File: src/pkg/bbx_pkg.sv
// Constants shared by the bit/branch/skip/xor execution block
package bbx_pkg;

  // Quarter-cycle timing
  localparam int CLK_PERIOD_NS = 100;
  localparam int QTR_TIME_NS   = 200;
  localparam int QTR_CLKS      =
    (QTR_TIME_NS + CLK_PERIOD_NS - 1) / CLK_PERIOD_NS;
  localparam int QCNT_W        = 2;

  // Quarter phases
  localparam logic [1:0] PH_Q1 = 2'h0;
  localparam logic [1:0] PH_Q2 = 2'h1;
  localparam logic [1:0] PH_Q3 = 2'h2;
  localparam logic [1:0] PH_Q4 = 2'h3;

  // Execution sequencer
  typedef enum logic [1:0] {
    ST_EXEC   = 2'h0,
    ST_FLUSH1 = 2'h1,
    ST_FLUSH2 = 2'h3
  } bbx_state_t;

  // Opcode patterns
  localparam logic [3:0]  OPC_BIT_INV  = 4'h7;
  localparam logic [7:0]  OPC_BR_OV    = 8'he4;
  localparam logic [6:0]  OPC_TST_SKIP = 7'h33;
  localparam logic [7:0]  OPC_XOR_LIT  = 8'h0a;
  localparam logic [15:0] OPC_NO_OP    = 16'h0000;

  // Data addressing
  localparam logic [7:0]  IDX_LIMIT    = 8'h5f;
  localparam logic [7:0]  ACC_SPLIT    = 8'h80;
  localparam logic [3:0]  ACC_HI_BANK  = 4'hf;
  localparam logic [3:0]  ACC_LO_BANK  = 4'h0;

  // Register byte offsets
  localparam logic [7:0] OFS_CTRL = 8'h00;
  localparam logic [7:0] OFS_STAT = 8'h04;
  localparam logic [7:0] OFS_WREG = 8'h08;
  localparam logic [7:0] OFS_FSR  = 8'h0c;
  localparam logic [7:0] OFS_PC   = 8'h10;
  localparam logic [7:0] OFS_INFO = 8'h14;

  // Field positions
  localparam int CTRL_RUN_BIT = 0;
  localparam int CTRL_EXT_BIT = 1;
  localparam int CTRL_BSR_LSB = 8;
  localparam int STAT_Z_BIT   = 0;
  localparam int STAT_OV_BIT  = 1;
  localparam int STAT_N_BIT   = 2;
  localparam int INFO_ST_LSB  = 16;

  // Reset values
  localparam logic [3:0]  RST_BSR  = 4'h0;
  localparam logic [11:0] RST_FSR  = 12'h000;
  localparam logic [7:0]  RST_W    = 8'h00;
  localparam logic [20:0] RST_PC   = 21'h000000;
  localparam logic        RST_RUN  = 1'b0;
  localparam logic        RST_EXT  = 1'b0;

endpackage

File: src/rtl/bbx_core.sv
// Execution unit for bit toggle, overflow branch, test-skip and xor
module bbx_core
  import bbx_pkg::*;
(
  input  wire logic        CLK_I,
  input  wire logic        SYS_RST_I,
  input  wire logic        PSEL_I,
  input  wire logic        PENABLE_I,
  input  wire logic        PWRITE_I,
  input  wire logic [7:0]  PADDR_I,
  input  wire logic [31:0] PWDATA_I,
  output logic      [31:0] PRDATA_O,
  output logic             PREADY_O,
  output logic             PSLVERR_O,
  input  wire logic [15:0] IR_I,
  input  wire logic        NEXT_TWO_WORD_I,
  output logic      [20:0] PC_O,
  output logic             FETCH_FLUSH_O,
  output logic      [1:0]  QPHASE_O,
  output logic             QSTB_O,
  output logic      [11:0] DM_ADDR_O,
  input  wire logic [7:0]  DM_RDATA_I,
  output logic      [7:0]  DM_WDATA_O,
  output logic             DM_RE_O,
  output logic             DM_WE_O
);

  function automatic logic is_bit_inv(input logic [15:0] ir);
    return ir[15:12] == OPC_BIT_INV;
  endfunction

  function automatic logic is_br_ov(input logic [15:0] ir);
    return ir[15:8] == OPC_BR_OV;
  endfunction

  function automatic logic is_tst_skip(input logic [15:0] ir);
    return ir[15:9] == OPC_TST_SKIP;
  endfunction

  function automatic logic is_xor_lit(input logic [15:0] ir);
    return ir[15:8] == OPC_XOR_LIT;
  endfunction

  function automatic logic is_file_op(input logic [15:0] ir);
    return is_bit_inv(ir) | is_tst_skip(ir);
  endfunction

  // Signed word offset times two, widened to the counter
  function automatic logic [20:0] br_disp(input logic [7:0] n);
    return {{12{n[7]}}, n, 1'b0};
  endfunction

  // Control and state registers
  logic        run_q;
  logic        ext_q;
  logic [3:0]  bsr_q;
  logic [11:0] fsr_q;
  logic [7:0]  w_q;
  logic        n_q;
  logic        z_q;
  logic        ov_q;
  logic [20:0] pc_q;
  bbx_state_t  st_q;

  // Pipeline registers
  logic [15:0] ir_q;
  logic [7:0]  data_q;
  logic [7:0]  xor_res_q;
  logic        skip_q;
  logic        skip_two_q;
  logic        take_q;
  logic        br_hold_q;
  logic [11:0] dm_addr_q;
  logic [7:0]  dm_wdata_q;
  logic        dm_re_q;
  logic        dm_we_q;
  logic        flush_q;
  logic [31:0] prdata_q;

  logic        q_stb;
  logic [1:0]  q_ph;
  logic [11:0] ea_addr;
  logic        stb_q1;
  logic        stb_q2;
  logic        stb_q3;
  logic        stb_q4;

  // APB decode
  logic        apb_wr;
  logic        apb_rd_setup;
  logic        addr_hit;
  logic [31:0] rd_mux;

  bbx_qgen u_qgen (
    .clk_i   (CLK_I),
    .rst_i   (SYS_RST_I),
    .run_i   (run_q),
    .stb_o   (q_stb),
    .phase_o (q_ph)
  );

  bbx_ea u_ea (
    .f_i    (IR_I[7:0]),
    .acc_i  (IR_I[8]),
    .bsr_i  (bsr_q),
    .ext_i  (ext_q),
    .fsr_i  (fsr_q),
    .addr_o (ea_addr)
  );

  assign stb_q1 = q_stb & (q_ph == PH_Q1);
  assign stb_q2 = q_stb & (q_ph == PH_Q2);
  assign stb_q3 = q_stb & (q_ph == PH_Q3);
  assign stb_q4 = q_stb & (q_ph == PH_Q4);

  assign addr_hit = (PADDR_I == OFS_CTRL) | (PADDR_I == OFS_STAT) |
                    (PADDR_I == OFS_WREG) | (PADDR_I == OFS_FSR)  |
                    (PADDR_I == OFS_PC)   | (PADDR_I == OFS_INFO);
  assign apb_wr       = PSEL_I & PENABLE_I & PWRITE_I & addr_hit;
  assign apb_rd_setup = PSEL_I & ~PENABLE_I & ~PWRITE_I;

  always_comb begin
    rd_mux = 32'h0000_0000;
    case (PADDR_I)
      OFS_CTRL: begin
        rd_mux[CTRL_RUN_BIT]              = run_q;
        rd_mux[CTRL_EXT_BIT]              = ext_q;
        rd_mux[CTRL_BSR_LSB +: 4]         = bsr_q;
      end
      OFS_STAT: begin
        rd_mux[STAT_Z_BIT]                = z_q;
        rd_mux[STAT_OV_BIT]               = ov_q;
        rd_mux[STAT_N_BIT]                = n_q;
      end
      OFS_WREG: rd_mux[7:0]               = w_q;
      OFS_FSR:  rd_mux[11:0]              = fsr_q;
      OFS_PC:   rd_mux[20:0]              = pc_q;
      OFS_INFO: begin
        rd_mux[15:0]                      = ir_q;
        rd_mux[INFO_ST_LSB +: 2]          = st_q;
      end
      default:  rd_mux                    = 32'h0000_0000;
    endcase
  end

  // Read data captured in the setup phase, valid in the access phase
  always_ff @(posedge CLK_I) begin
    if (SYS_RST_I) begin
      prdata_q <= 32'h0000_0000;
    end else if (apb_rd_setup) begin
      prdata_q <= rd_mux;
    end
  end

  assign PRDATA_O  = prdata_q;
  assign PREADY_O  = 1'b1;
  assign PSLVERR_O = PSEL_I & PENABLE_I & ~addr_hit;

  // Control register
  always_ff @(posedge CLK_I) begin
    if (SYS_RST_I) begin
      run_q <= RST_RUN;
      ext_q <= RST_EXT;
      bsr_q <= RST_BSR;
    end else if (apb_wr && PADDR_I == OFS_CTRL) begin
      run_q <= PWDATA_I[CTRL_RUN_BIT];
      ext_q <= PWDATA_I[CTRL_EXT_BIT];
      bsr_q <= PWDATA_I[CTRL_BSR_LSB +: 4];
    end
  end

  always_ff @(posedge CLK_I) begin
    if (SYS_RST_I) begin
      fsr_q <= RST_FSR;
    end else if (apb_wr && PADDR_I == OFS_FSR) begin
      fsr_q <= PWDATA_I[11:0];
    end
  end

  // Decode: take the fetched word in Q1, or a no-op while flushing
  always_ff @(posedge CLK_I) begin
    if (SYS_RST_I) begin
      ir_q      <= OPC_NO_OP;
      dm_addr_q <= 12'h000;
    end else if (stb_q1) begin
      if (st_q == ST_EXEC) begin
        ir_q <= IR_I;
      end else begin
        ir_q <= OPC_NO_OP;
      end
      dm_addr_q <= ea_addr;
    end
  end

  // Operand read during Q2
  always_ff @(posedge CLK_I) begin
    if (SYS_RST_I) begin
      dm_re_q <= 1'b0;
      data_q  <= 8'h00;
    end else if (stb_q1) begin
      dm_re_q <= (st_q == ST_EXEC) & is_file_op(IR_I);
    end else if (stb_q2) begin
      dm_re_q <= 1'b0;
      data_q  <= DM_RDATA_I;
    end
  end

  // Process data in Q3, write back during Q4
  always_ff @(posedge CLK_I) begin
    if (SYS_RST_I) begin
      dm_we_q    <= 1'b0;
      dm_wdata_q <= 8'h00;
      xor_res_q  <= 8'h00;
      skip_q     <= 1'b0;
      skip_two_q <= 1'b0;
      take_q     <= 1'b0;
    end else if (stb_q3) begin
      dm_we_q    <= is_bit_inv(ir_q);
      dm_wdata_q <= data_q ^ (8'h01 << ir_q[11:9]);
      xor_res_q  <= w_q ^ ir_q[7:0];
      skip_q     <= is_tst_skip(ir_q) & (data_q == 8'h00);
      skip_two_q <= NEXT_TWO_WORD_I;
      take_q     <= is_br_ov(ir_q) & ov_q;
    end else if (stb_q4) begin
      dm_we_q    <= 1'b0;
    end
  end

  // Working register, hardware update wins over a bus write
  always_ff @(posedge CLK_I) begin
    if (SYS_RST_I) begin
      w_q <= RST_W;
    end else if (stb_q4 && is_xor_lit(ir_q)) begin
      w_q <= xor_res_q;
    end else if (apb_wr && PADDR_I == OFS_WREG) begin
      w_q <= PWDATA_I[7:0];
    end
  end

  // Negative and zero flags; only the xor instruction and a bus write touch them
  always_ff @(posedge CLK_I) begin
    if (SYS_RST_I) begin
      n_q <= 1'b0;
      z_q <= 1'b0;
    end else if (stb_q4 && is_xor_lit(ir_q)) begin
      n_q <= xor_res_q[7];
      z_q <= (xor_res_q == 8'h00);
    end else if (apb_wr && PADDR_I == OFS_STAT) begin
      n_q <= PWDATA_I[STAT_N_BIT];
      z_q <= PWDATA_I[STAT_Z_BIT];
    end
  end

  // Overflow flag is an input to this block, set by software only
  always_ff @(posedge CLK_I) begin
    if (SYS_RST_I) begin
      ov_q <= 1'b0;
    end else if (apb_wr && PADDR_I == OFS_STAT) begin
      ov_q <= PWDATA_I[STAT_OV_BIT];
    end
  end

  // Program counter advances one word per cycle, or branches in Q4;
  // it holds through the dead cycle so the target is not passed over
  always_ff @(posedge CLK_I) begin
    if (SYS_RST_I) begin
      pc_q <= RST_PC;
    end else if (stb_q4) begin
      if (take_q) begin
        pc_q <= pc_q + 21'h000002 + br_disp(ir_q[7:0]);
      end else if (!br_hold_q) begin
        pc_q <= pc_q + 21'h000002;
      end
    end else if (apb_wr && PADDR_I == OFS_PC) begin
      pc_q <= PWDATA_I[20:0];
    end
  end

  // Refetch request after a taken branch
  always_ff @(posedge CLK_I) begin
    if (SYS_RST_I) begin
      flush_q <= 1'b0;
    end else begin
      flush_q <= stb_q4 & take_q;
    end
  end

  // Marks the no-op cycle that follows a taken branch
  always_ff @(posedge CLK_I) begin
    if (SYS_RST_I) begin
      br_hold_q <= 1'b0;
    end else if (stb_q4) begin
      br_hold_q <= take_q;
    end
  end

  // Flush sequencer: counts discarded cycles
  always_ff @(posedge CLK_I) begin
    if (SYS_RST_I) begin
      st_q <= ST_EXEC;
    end else if (stb_q4) begin
      case (st_q)
        ST_EXEC: begin
          if (take_q) begin
            st_q <= ST_FLUSH1;
          end else if (skip_q && skip_two_q) begin
            st_q <= ST_FLUSH2;
          end else if (skip_q) begin
            st_q <= ST_FLUSH1;
          end else begin
            st_q <= ST_EXEC;
          end
        end
        ST_FLUSH2: st_q <= ST_FLUSH1;
        ST_FLUSH1: st_q <= ST_EXEC;
        default:   st_q <= ST_EXEC;
      endcase
    end
  end

  assign PC_O          = pc_q;
  assign FETCH_FLUSH_O = flush_q;
  assign QPHASE_O      = q_ph;
  assign QSTB_O        = q_stb;
  assign DM_ADDR_O     = dm_addr_q;
  assign DM_WDATA_O    = dm_wdata_q;
  assign DM_RE_O       = dm_re_q;
  assign DM_WE_O       = dm_we_q;

endmodule

File: src/rtl/bbx_ea.sv
// Effective data address for file-register operands
module bbx_ea
  import bbx_pkg::*;
(
  input  wire logic [7:0]  f_i,
  input  wire logic        acc_i,
  input  wire logic [3:0]  bsr_i,
  input  wire logic        ext_i,
  input  wire logic [11:0] fsr_i,
  output logic      [11:0] addr_o
);

  always_comb begin
    if (acc_i) begin
      addr_o = {bsr_i, f_i};
    end else if (ext_i && f_i <= IDX_LIMIT) begin
      addr_o = fsr_i + {4'h0, f_i};
    end else if (f_i >= ACC_SPLIT) begin
      addr_o = {ACC_HI_BANK, f_i};
    end else begin
      addr_o = {ACC_LO_BANK, f_i};
    end
  end

endmodule

File: src/rtl/bbx_qgen.sv
// Quarter-cycle enable and phase generator
module bbx_qgen
  import bbx_pkg::*;
(
  input  wire logic       clk_i,
  input  wire logic       rst_i,
  input  wire logic       run_i,
  output logic            stb_o,
  output logic [1:0]      phase_o
);

  logic [QCNT_W-1:0] cnt_q;

  // Last clock of a quarter
  assign stb_o = run_i & (cnt_q == QCNT_W'(QTR_CLKS - 1));

  always_ff @(posedge clk_i) begin
    if (rst_i) begin
      cnt_q   <= '0;
      phase_o <= PH_Q1;
    end else if (stb_o) begin
      cnt_q   <= '0;
      phase_o <= phase_o + 2'h1;
    end else if (run_i) begin
      cnt_q   <= cnt_q + QCNT_W'(1);
    end
  end

endmodule

File: config.mk
export PLATFORM = sky130hd
export DESIGN_NAME = bbx_core
export DESIGN_NICKNAME = d
export VERILOG_FILES = /design/src/pkg/bbx_pkg.sv /design/src/rtl/bbx_core.sv /design/src/rtl/bbx_ea.sv /design/src/rtl/bbx_qgen.sv
export SDC_FILE = /design/constraint.sdc
export NUM_CORES = 1
export LEC_CHECK = 0
export BUFFER_PORTS_ARGS = -buffer_cell sky130_fd_sc_hd__buf_2
export CAP_MARGIN = 20
export CORE_ASPECT_RATIO = 2
export CORE_MARGIN = 10
export CORE_UTILIZATION = 60
export DETAILED_ROUTE_END_ITERATION = 16
export HOLD_SLACK_MARGIN = 0.15
export PLACE_DENSITY = 0.85
export SETUP_SLACK_MARGIN = 0.15
export SLEW_MARGIN = 20
export SYNTH_ARGS = -nofsm -noshare
export SYNTH_HDL_FRONTEND = slang
export SYNTH_SLANG_ARGS = --single-unit
File: constraint.sdc
create_clock -name CLK_I -period 4.64 [get_ports CLK_I]
set_input_delay 0.928 -clock CLK_I [delete_from_list [all_inputs] [get_ports CLK_I]]
set_output_delay 0.928 -clock CLK_I [all_outputs]
set_load 0.02 [all_outputs]
After elaboration in Yosys (flattened, before gate mapping)
Cells that the tools add are included.

Register bits: 136. Input bits: 70.

Shifts and indexed selects: 1. Bitwise gates (word level): 27. Equal/unequal tests: 17. Magnitude comparators: 2. Add/subtract/negate cells: 5. Reductions and logical operators: 21. Muxes and demuxes: 28.

Operator list (count): $mux 21 (4); $mux 12 (3); $eq 8x4->1 const B (3); $logic_not 8->1 (3); $add 21x2->21 const B (1); $add 21x21->21 (1); $pmux 5 s4 (1); $eq 8x5->1 const B (2); $mux 16 (1); $mux 8 (2); $pmux 4 s4 (1); $xor 8x8->8 (2); $and 1x1->1 (15); $eq 7x6->1 const B (2); $add 12x8->12 (1); $pmux 2 s6 (1); $pmux 6 s2 (1); $reduce_bool 2->1 (5); $mux 1 (9); $eq 4x3->1 const B (2); $eq 8x3->1 const B (1); $eq 8x8->1 const B (1); $ge 8x8->1 const B (1); $le 8x7->1 const B (1); other kinds (15) (37).

Logic depth before layout (Yosys ltp)
Gate-level depths: netlist of the first run.

Word-level depth: 10. Mapped depth: 14.

Hierarchy
A second synthesis of the first run with hierarchy kept.

Cell total of the unflattened synthesis: 1001. Area, all modules: 8115.3 sq um.

By module, submodules not included: bbx_core (times used 1, sequential area each 2642.5 sq um, area each 7312.0 sq um, cells an instance 890); bbx_ea (times used 1, sequential area each 0.0 sq um, area each 611.8 sq um, cells an instance 91); bbx_qgen (times used 1, sequential area each 80.1 sq um, area each 191.4 sq um, cells an instance 20).

Worst setup path before layout of the first run
No wires, ideal clock.

Path kind: register -> register. From: register pc_q[1], in the netlist PC_O[1]. To: register pc_q[20], in the netlist PC_O[20]. Data required time: 4.516 ns. Stages on the path, launching flop included: 14. Buffers on the path: 0. Data arrival time: 3.164 ns. Slack: 1.352 ns. Library setup time: 0.124 ns. Period minus slack after synthesis: 3.288 ns. Path through: dfxtp_1 ha_1 nand3_1 or3_1 or3_1 nand2_1 ha_1 a21o_1 a21o_1 a21oi_1 o22ai_1 a32o_1 nor4_1 nor3_1.

Longest elaborated chain between the ends: 4. Elaborated cells on any way between the ends: 5.

RTL lines: start, declared (line bbx_core.sv:62) `logic [20:0] pc_q;`; start signal, assigned (line bbx_core.sv:270) `pc_q <= pc_q + 21'h000002 + br_disp(ir_q[7:0]);`; start signal, assigned (line bbx_core.sv:272) `pc_q <= pc_q + 21'h000002;`; start signal, assigned (line bbx_core.sv:275) `pc_q <= PWDATA_I[20:0];`; $add 21x2->21 (*) (line bbx_core.sv:270, bbx_core.sv:272); $add 21x21->21 or $mux 21 (tied branches) (line bbx_core.sv:270, bbx_core.sv:271); $mux 21 (*) (line bbx_core.sv:269) `if (take_q) begin`; $mux 21 (*) (line bbx_core.sv:268) `end else if (stb_q4) begin`.

Mark *: on every way between the ends. The rest lies on a longest branch, timed or not. The select of a mux whose other input is x is not followed. A chain may end at the register's enable or synchronous reset.

Worst setup path in the final report of the first run
From: register pc_q[1], in the netlist PC_O[1]. To: register pc_q[19], in the netlist PC_O[19].

The elaborated chain is that of the path after synthesis.

==> summary.md, run 1 <==
| Metric | Value |
|---|---|
| Fin. max-slew vios | 0 |
| CP Data Arrival Time | about 4 ns |
| Synth top area cells | dfxtp_1 33%, ha_1 6.0%, nor2_1 5.9% |
| Placement Rows | 60 |
| Critical Path Start Type | register |
| GRT Overall Usage | between 20% and 30% |
| Synth area leader | dfxtp_1 |
| CP Max Fanout | 8 |
| Wirelength, routed | 26.2 mm |
| Sum of negative setup slack | 0 ns |
| Mapped Cells | around 1,000 |
| Final setup vio count | 0 |
| Final Wtd Congestion | 0.990 |
| Die Ht | roughly 190 um |
| Synth cell count leaders | 136 x dfxtp_1, 128 x nor2_1, 112 x nand2_1 |
| R2R Path Start | PC_O[1] |
| Top-area cell type share of the netlist area | roughly 33% |
| Final period utilization | 79.5% |
| Status | finished, final reports clean |
| DRC errors left | 0 |
| CTS sink cnt | 136 |
| WS Path Type | reg2reg |
| Post-CTS sizing | 0 |
| Sequential fraction of the synthesis area | roughly 33% |
| Reg clk slew, reported paths | about 0.060 ns |
| Worst Max-Slew Pin Slew | around 1.0 ns |
| Drt first-iter violations | slightly above 800 |
| RSZ-0062 raised after global routing | no |
| Max Fclk | roughly 270 MHz |
| Hold path start | DM_ADDR_O[10] |
| Chip width | just over 100 um |
| Detail Placement HPWL | 19.5 mm |
| Post-CTS Setup Inserts | 0 |
| Initial antenna violation count | 2 |
| Max-capacitance violation count | 0 |
| Final hold violation count | 0 |
| Worst skew pair latency | between 0.4 and 0.5 ns |
| Detail Route Antenna Nets | 0 |
| Routed via count | 8,242 |
| Root cell of the clock tree | clkbuf_16 |
| Number of global-route vias before repair | 8,163 |
| Most common cell in the netlist | dfxtp_1 |
| Max clock buf depth | 2 |
| Yosys warnings | 0 |
| First-pass GRT wire length | 40.6 mm |
| Main synth FF type | dfxtp_1 |
| Synth cell types | 78 |
| CTS tree | yes |
| Worst rel slew slack | approximately a third |
| Critical Path End Type | register |
| Top-level I/O count | around 150 |
| Wirelength per Cell | about 20 um |
| Area delta synth->final | 14.2% |
| Syn Area/Cell | 8.04 um^2 |
| Num CTS Buffers | 17 |
| Remaining global-route overflow | 0 |
| Clk_skew | 0.00656 ns |
| Worst min-delay path class | reg2reg |
| LEAKAGE | ~3.9 nW |
| Post-synth EDFFs | 0 |
| I/O Buffers | 127 |
| CP required | approximately 5 ns |
| Largest net degree at the start of global routing | 77 |
| Post-Syn Area | 8180 um^2 |
| Cell area power density | 281 nW/um^2 |
| Synth Register Bits | 136 |
| Vias per cell | between 6 and 7 |
| Critical Path Source | PC_O[1] |
| Floorplan Core Area | around 13,000 um^2 |
| Async SR Flop Fraction | 0% |
| Pre-antenna DRT Iters | 5 |
| Initial Util | roughly three fifths |
| Max IR drop VDD | around 280 uV |
| Final hold slack | between 0.4 and 0.5 ns |
| Fin nets | between 1,000 and 1,500 |
| Minimum clock period | between 3 and 4 ns |
| Proportion of layout cells with a drive suffix above 1 | 16.5% |
| Die area | 19,000 um^2 |
| Register-to-Register Path Depth | 12 |
| Htree depth | 4 |
| Hold path cells | 2 |
| Hold_buf cts | 0 |
==> per-layer routing <==
layer	wire length [um]	track usage [%]	part of all wire [%]
met1	9090	26.5	35
met2	13400	47.3	51
met3	1610	5.04	6.2
met4	2110	23.8	8.1
met5	0	0	0
==> cell families after synthesis <==
family,Yosys count,synth area share (%)
AO/OA/AOI/OAI,249,20.4
flip-flops,136,33.3
multiplexers,48,6.16
other,2,0.0918
adder cells (fa/ha/maj),41,6.45
buffers and inverters,94,5.61
XOR/XNOR,51,5.46
AND/OR/NAND/NOR,397,22.5
==> sequential cells by signal, indices dropped and copies added, names as in the netlist, 2 cells and up <==
| signal | count |
|---|---|
| w_q | 8 |
| ir_q | 16 |
| u_qgen.cnt_q | 2 |
| DM_ADDR_O | 12 |
| data_q | 8 |
| bsr_q | 4 |
| fsr_q | 12 |
| xor_res_q | 8 |
| u_qgen.phase_o | 2 |
| st_q | 2 |
| DM_WDATA_O | 8 |
| PRDATA_O | 21 |
| PC_O | 21 |
==> worst max-delay path, cell delays in order, from the launching register on <==
cell,delay [ns]
dfxtp_1,0.48
ha_1,0.25
nand3_1,0.21
or3_1,0.51
inv_1,0.11
nand2_1,0.07
xnor2_1,0.24
ha_1,0.35
a21o_1,0.19
a221o_1,0.46
a221oi_1,0.42
xor2_1,0.18
o31ai_1,0.07
==> cell usage in the layout, fill, tap and decap left out, types with 5 or more instances in the layout <==
master	count
and3_1	8
nand2_1	112
xor2_1	19
nor2b_1	8
nand3b_1	7
inv_1	20
xnor2_1	32
a221oi_1	9
nor2_1	128
or3_1	8
dfxtp_1	136
nor3_1	29
nor4_1	11
mux2_2	9
nand3_1	49
buf_4	12
o41ai_1	5
a311oi_1	6
a21oi_1	92
o21a_1	11
clkinv_2	5
a211oi_1	33
o211ai_1	6
o21ai_0	29
clkinvlp_4	5
buf_2	126
conb_1	12
mux2i_1	38
nand4_1	9
ha_1	39
a21o_1	8
clkbuf_16	17
a222oi_1	5
==> through the flow <==
step	utilization [%]	total power, W	setup WS (ns)	area [um^2]	instances
finish	69.5	0.00262	0.952	9340	1282
global route	69.5	0.00268	0.733	9340	1282
floorplan	-	0.00129	1.35	8220	1028
global placement	65.3	0.00133	1.01	8770	1249
detailed placement	65.3	0.00133	1.00	8770	1249
CTS	69.5	0.00262	0.996	9330	1280
==> cell type report <==
class / count / area [um^2]
Fill cell: 1113 / 4100
Timing Repair Buffer: 139 / 741
Clock inverter: 13 / 131
Sequential cell: 136 / 2720
Tap cell: 155 / 194
Antenna cell: 2 / 5.00
Inverter: 21 / 78.8
Multi-Input combinational cell: 798 / 5040
Clock buffer: 18 / 429
==> power by group <==
part	total [W]	internal, W	switching, W
registers	0.00118	0.00117	0.00000387
logic	0.000134	0.0000437	0.0000907
clock network	0.00131	0.000783	0.000528
total	0.00262	0.00200	0.000622
==> worst paths after layout <==
check	end	slack, ns
max	PC_O[19]	0.95
max reg2reg	PC_O[19]	0.95
min reg2reg	DM_ADDR_O[10]	0.45
min	DM_ADDR_O[10]	0.45
Power figures use the tool's default switching activity.
==> run 2: changes to the inputs <==
Settings changed: CORE_UTILIZATION 60 to 57, PLACE_DENSITY 0.85 to 0.81.
Clock period 4.64 ns to 3.6 ns, I/O delays scaled along.
==> run 2 against run 1 <==
The run now ends with DRC left. Combinational power is 35% higher. Sequential share of layout area is 0.86 points lower. Count of clock-buffer cells in the layout is 2 higher. Clock power is 27% higher. Core utilization is 0.42 points lower. Critical path depth is 1 higher. Wire length is 3.0% higher. Global-route usage is 0.76 points lower. Worst hold slack better by 0.0012 ns. Sequential power is 28% higher. Non-clock buffer count is 29 higher. Critical path type unchanged. Largest power group unchanged.
==> summary.md, run 2 (synthesis results as in run 1) <==
| Metric | Value |
|---|---|
| Wirelength per Cell | 20.1 um (was 20.4 um) |
| RSZ-0062 raised after global routing | no (unchanged) |
| LEAKAGE | 4.07 nW (was 3.89 nW) |
| CP Data Arrival Time | 3.60 ns (was 3.96 ns) |
| Initial Util | 58.6% (was 60.9%) |
| WS Path Type | reg2reg (unchanged) |
| Hold path cells | 2 (unchanged) |
| Worst rel slew slack | 45.3% (was 32.6%) |
| Fin nets | 1,253 (was 1,224) |
| Most used cells in the layout excluding fill and tap cells | 132 x dfxtp_1, 127 x nor2_1, 126 x buf_2, 112 x nand2_1, 91 x a21oi_1 (was 136 x dfxtp_1, 128 x nor2_1, 126 x buf_2, 112 x nand2_1, 92 x a21oi_1) |
| Final setup vio count | 0 (unchanged) |
| Register-to-Register Path Depth | 13 (was 12) |
| CP Max Fanout | 8 (unchanged) |
| I/O Buffers | 127 (unchanged) |
| CP Cell Sequence | ha_1 -> nand3_2 -> nor2_1 -> and4_1 -> xor2_1 -> ha_1 -> nand2_1 -> o21ai_0 -> a21o_1 -> a221o_1 -> buf_4 -> xor2_1 -> a221o_1 (was ha_1 -> nand3_1 -> or3_1 -> inv_1 -> nand2_1 -> xnor2_1 -> ha_1 -> a21o_1 -> a221o_1 -> a221oi_1 -> xor2_1 -> o31ai_1) |
| Placement Rows | 61 (was 60) |
| Post-place instance area | 9020 um^2 (was 8770 um^2) |
| Design area | 9650 um^2 (was 9340 um^2) |
| Die Ht | 189 um (was 185 um) |
| First-pass GRT wire length | 42.1 mm (was 40.6 mm) |
| Htree depth | 4 (unchanged) |
| Top-level I/O count | 151 (unchanged) |
| Floorplan Core Area | 14,000 um^2 (was 13,400 um^2) |
| Worst min-delay path class | reg2reg (unchanged) |
| Max IR drop VDD | 345 uV (was 278 uV) |
| Proportion of layout cells with a drive suffix above 1 | 19.7% (was 16.5%) |
| Failing checks | DRC |
| CP required | 3.92 ns (was 4.92 ns) |
| Critical Path Start Type | register (unchanged) |
| Sum of negative setup slack | 0 ns (unchanged) |
| CP delay by family, top | compound AO/OA/AOI/OAI gates (unchanged) |
| Minimum clock period | 3.28 ns (was 3.69 ns) |
| CTS tree | yes (unchanged) |
| Setup WS post-layout | 0.316 ns (was 0.952 ns) |
| GRT Overall Usage | 26.5% (was 27.3%) |
| Pre-CTS setup slack | 0.112 ns (was 1.00 ns) |
| Max clock buf depth | 2 (unchanged) |
| Detail Route Antenna Nets | 0 (unchanged) |
| Area of the multi-input gates | 5090 um^2 (was 5040 um^2) |
| R2R Path Start | PC_O[1] (unchanged) |
| Critical-path top delay cell | a221o_1 (was or3_1) |
| Critical path buffers and inverters | 1 (unchanged) |
| Largest net degree at the start of global routing | 68 (was 77) |
| Worst skew pair latency | 0.43 ns (was 0.42 ns) |
| Clk_skew | 0.00764 ns (was 0.00656 ns) |
| Critical Path End Type | register (unchanged) |
| Wirelength, routed | 27.0 mm (was 26.2 mm) |
| Root cell of the clock tree | clkbuf_16 (unchanged) |
| Cell area power density | 347 nW/um^2 (was 281 nW/um^2) |
| Remaining global-route overflow | 0 (unchanged) |
| Num CTS Buffers | 17 (unchanged) |
| Detail Placement HPWL | 20.5 mm (was 19.5 mm) |
| Drt first-iter violations | 592 (was 826) |
| Hold path start | PRDATA_O[18] (was DM_ADDR_O[10]) |
| Reg clk slew, reported paths | 0.06 ns (about the same) |
| Max Fclk | 305 MHz (was 271 MHz) |
| Fill cell count | 1,165 (was 1,113) |
| Area delta synth->final | 17.9% (was 14.2%) |
| Final hold violation count | 0 (unchanged) |
| FF/Latch Area | 2730 um^2 (was 2720 um^2) |
| Number of global-route vias before repair | 8,116 (was 8,163) |
| Flop-to-flop setup slack | 0.32 ns (was 0.95 ns) |
| Max-capacitance violation count | 0 (unchanged) |
| Chip width | 105 um (was 103 um) |
| Final Wtd Congestion | 0.956 (was 0.990) |
| Die area | 19,800 um^2 (was 19,000 um^2) |
| Max stage delay on crit path | 0.43 ns (was 0.51 ns) |
| Fin. max-slew vios | 0 (unchanged) |
| Final period utilization | 91.2% (was 79.5%) |
| Initial antenna violation count | 1 (was 2) |
| Worst Max-Slew Pin Slew | 0.818 ns (was 1.01 ns) |
| Commonest non-fill, non-tap cell in the layout | dfxtp_1 (unchanged) |
| DRC errors left | 1 (was 0) |
| CTS sink cnt | 136 (unchanged) |
| Routed via count | 8,202 (was 8,242) |
| Worst r2r dst | PC_O[15] (was PC_O[19]) |
| Pre-antenna DRT Iters | 11 (was 5) |
| Vias per cell | 6.10 (was 6.43) |
| Hold EP | PRDATA_O[18] (was DM_ADDR_O[10]) |
| Status | finished with violations (was finished, final reports clean) |
-- run 2: changes by cell type in the layout (fill, tap and decap cells not counted), sizes merged --
cell,delta
bufinv,-1
clkinv,+1
diode,-1
inv,+1
clkbuf,+2
clkinvlp,-3
buf,+29
-- run 2: final cells by class --
type	count	share of cell area [%]
antenna	1	0.0259
timing repair buffer	168	9.93
tap	189	2.45
multi-input combinational	798	52.8
clock buffer	20	4.63
inverter	21	0.817
clock inverter	11	1.04
sequential	136	28.3
-- run 2: worst max path at each step --
| stage | startpoint | to | slack [ns] | cells past startpoint |
|---|---|---|---|---|
| floorplan | PC_O[1] | PC_O[20] | 0.31 | 13 |
| global placement | PC_O[1] | PC_O[16] | 0.17 | 14 |
| detailed placement | PC_O[1] | PC_O[19] | 0.11 | 12 |
| CTS | PC_O[2] | PC_O[19] | 0.18 | 12 |
| global route | PC_O[4] | PC_O[19] | 0.15 | 12 |
| finish | PC_O[1] | PC_O[15] | 0.32 | 13 |
-- run 2: stage by stage --
stage,hold slack [ns],power (W),utilization [%],instances
after floorplan,0.437,0.00166,-,1028
after global placement,0.436,0.00172,64.6,1310
after detailed placement,0.444,0.00172,64.6,1310
after CTS,0.453,0.00336,68.5,1341
after global routing,0.480,0.00343,69.1,1344
final,0.453,0.00335,69.1,1344
-- run 2: per-layer routing --
| layer | global-route usage [%] | wire [um] | vias up | part of all wire [%] |
|---|---|---|---|---|
| met5 | 0 | 0 | - | 0 |
| met4 | 19.3 | 1810 | 0 | 6.7 |
| met3 | 4.73 | 1470 | 108 | 5.4 |
| met2 | 48.6 | 14300 | 346 | 53 |
| met1 | 25.9 | 9460 | 3855 | 35 |
| li1 | - | - | 3893 | - |
-- run 2: timing repair --
action                                 in CTS  in global routing
gates resized for setup                     2                 15
setup endpoints to repair                   2                  7
hold buffers                                0                  0
pin swaps                                   0                  4
setup buffers                               0                  2
endpoints found under the hold margin       0                  0
-- run 2: power by group --
group | total, W | switching [W] | internal, W
sequential | 0.00151 | 0.00000292 | 0.00151
clock | 0.00166 | 0.000694 | 0.000964
combinational | 0.000181 | 0.000121 | 0.0000597
total | 0.00335 | 0.000818 | 0.00253
-- run 2: tightest hold or removal path, stage by stage (launching register included) --
cell	delay, ns
dfxtp_1	0.31
nand2_1	0.05
a21oi_1	0.05
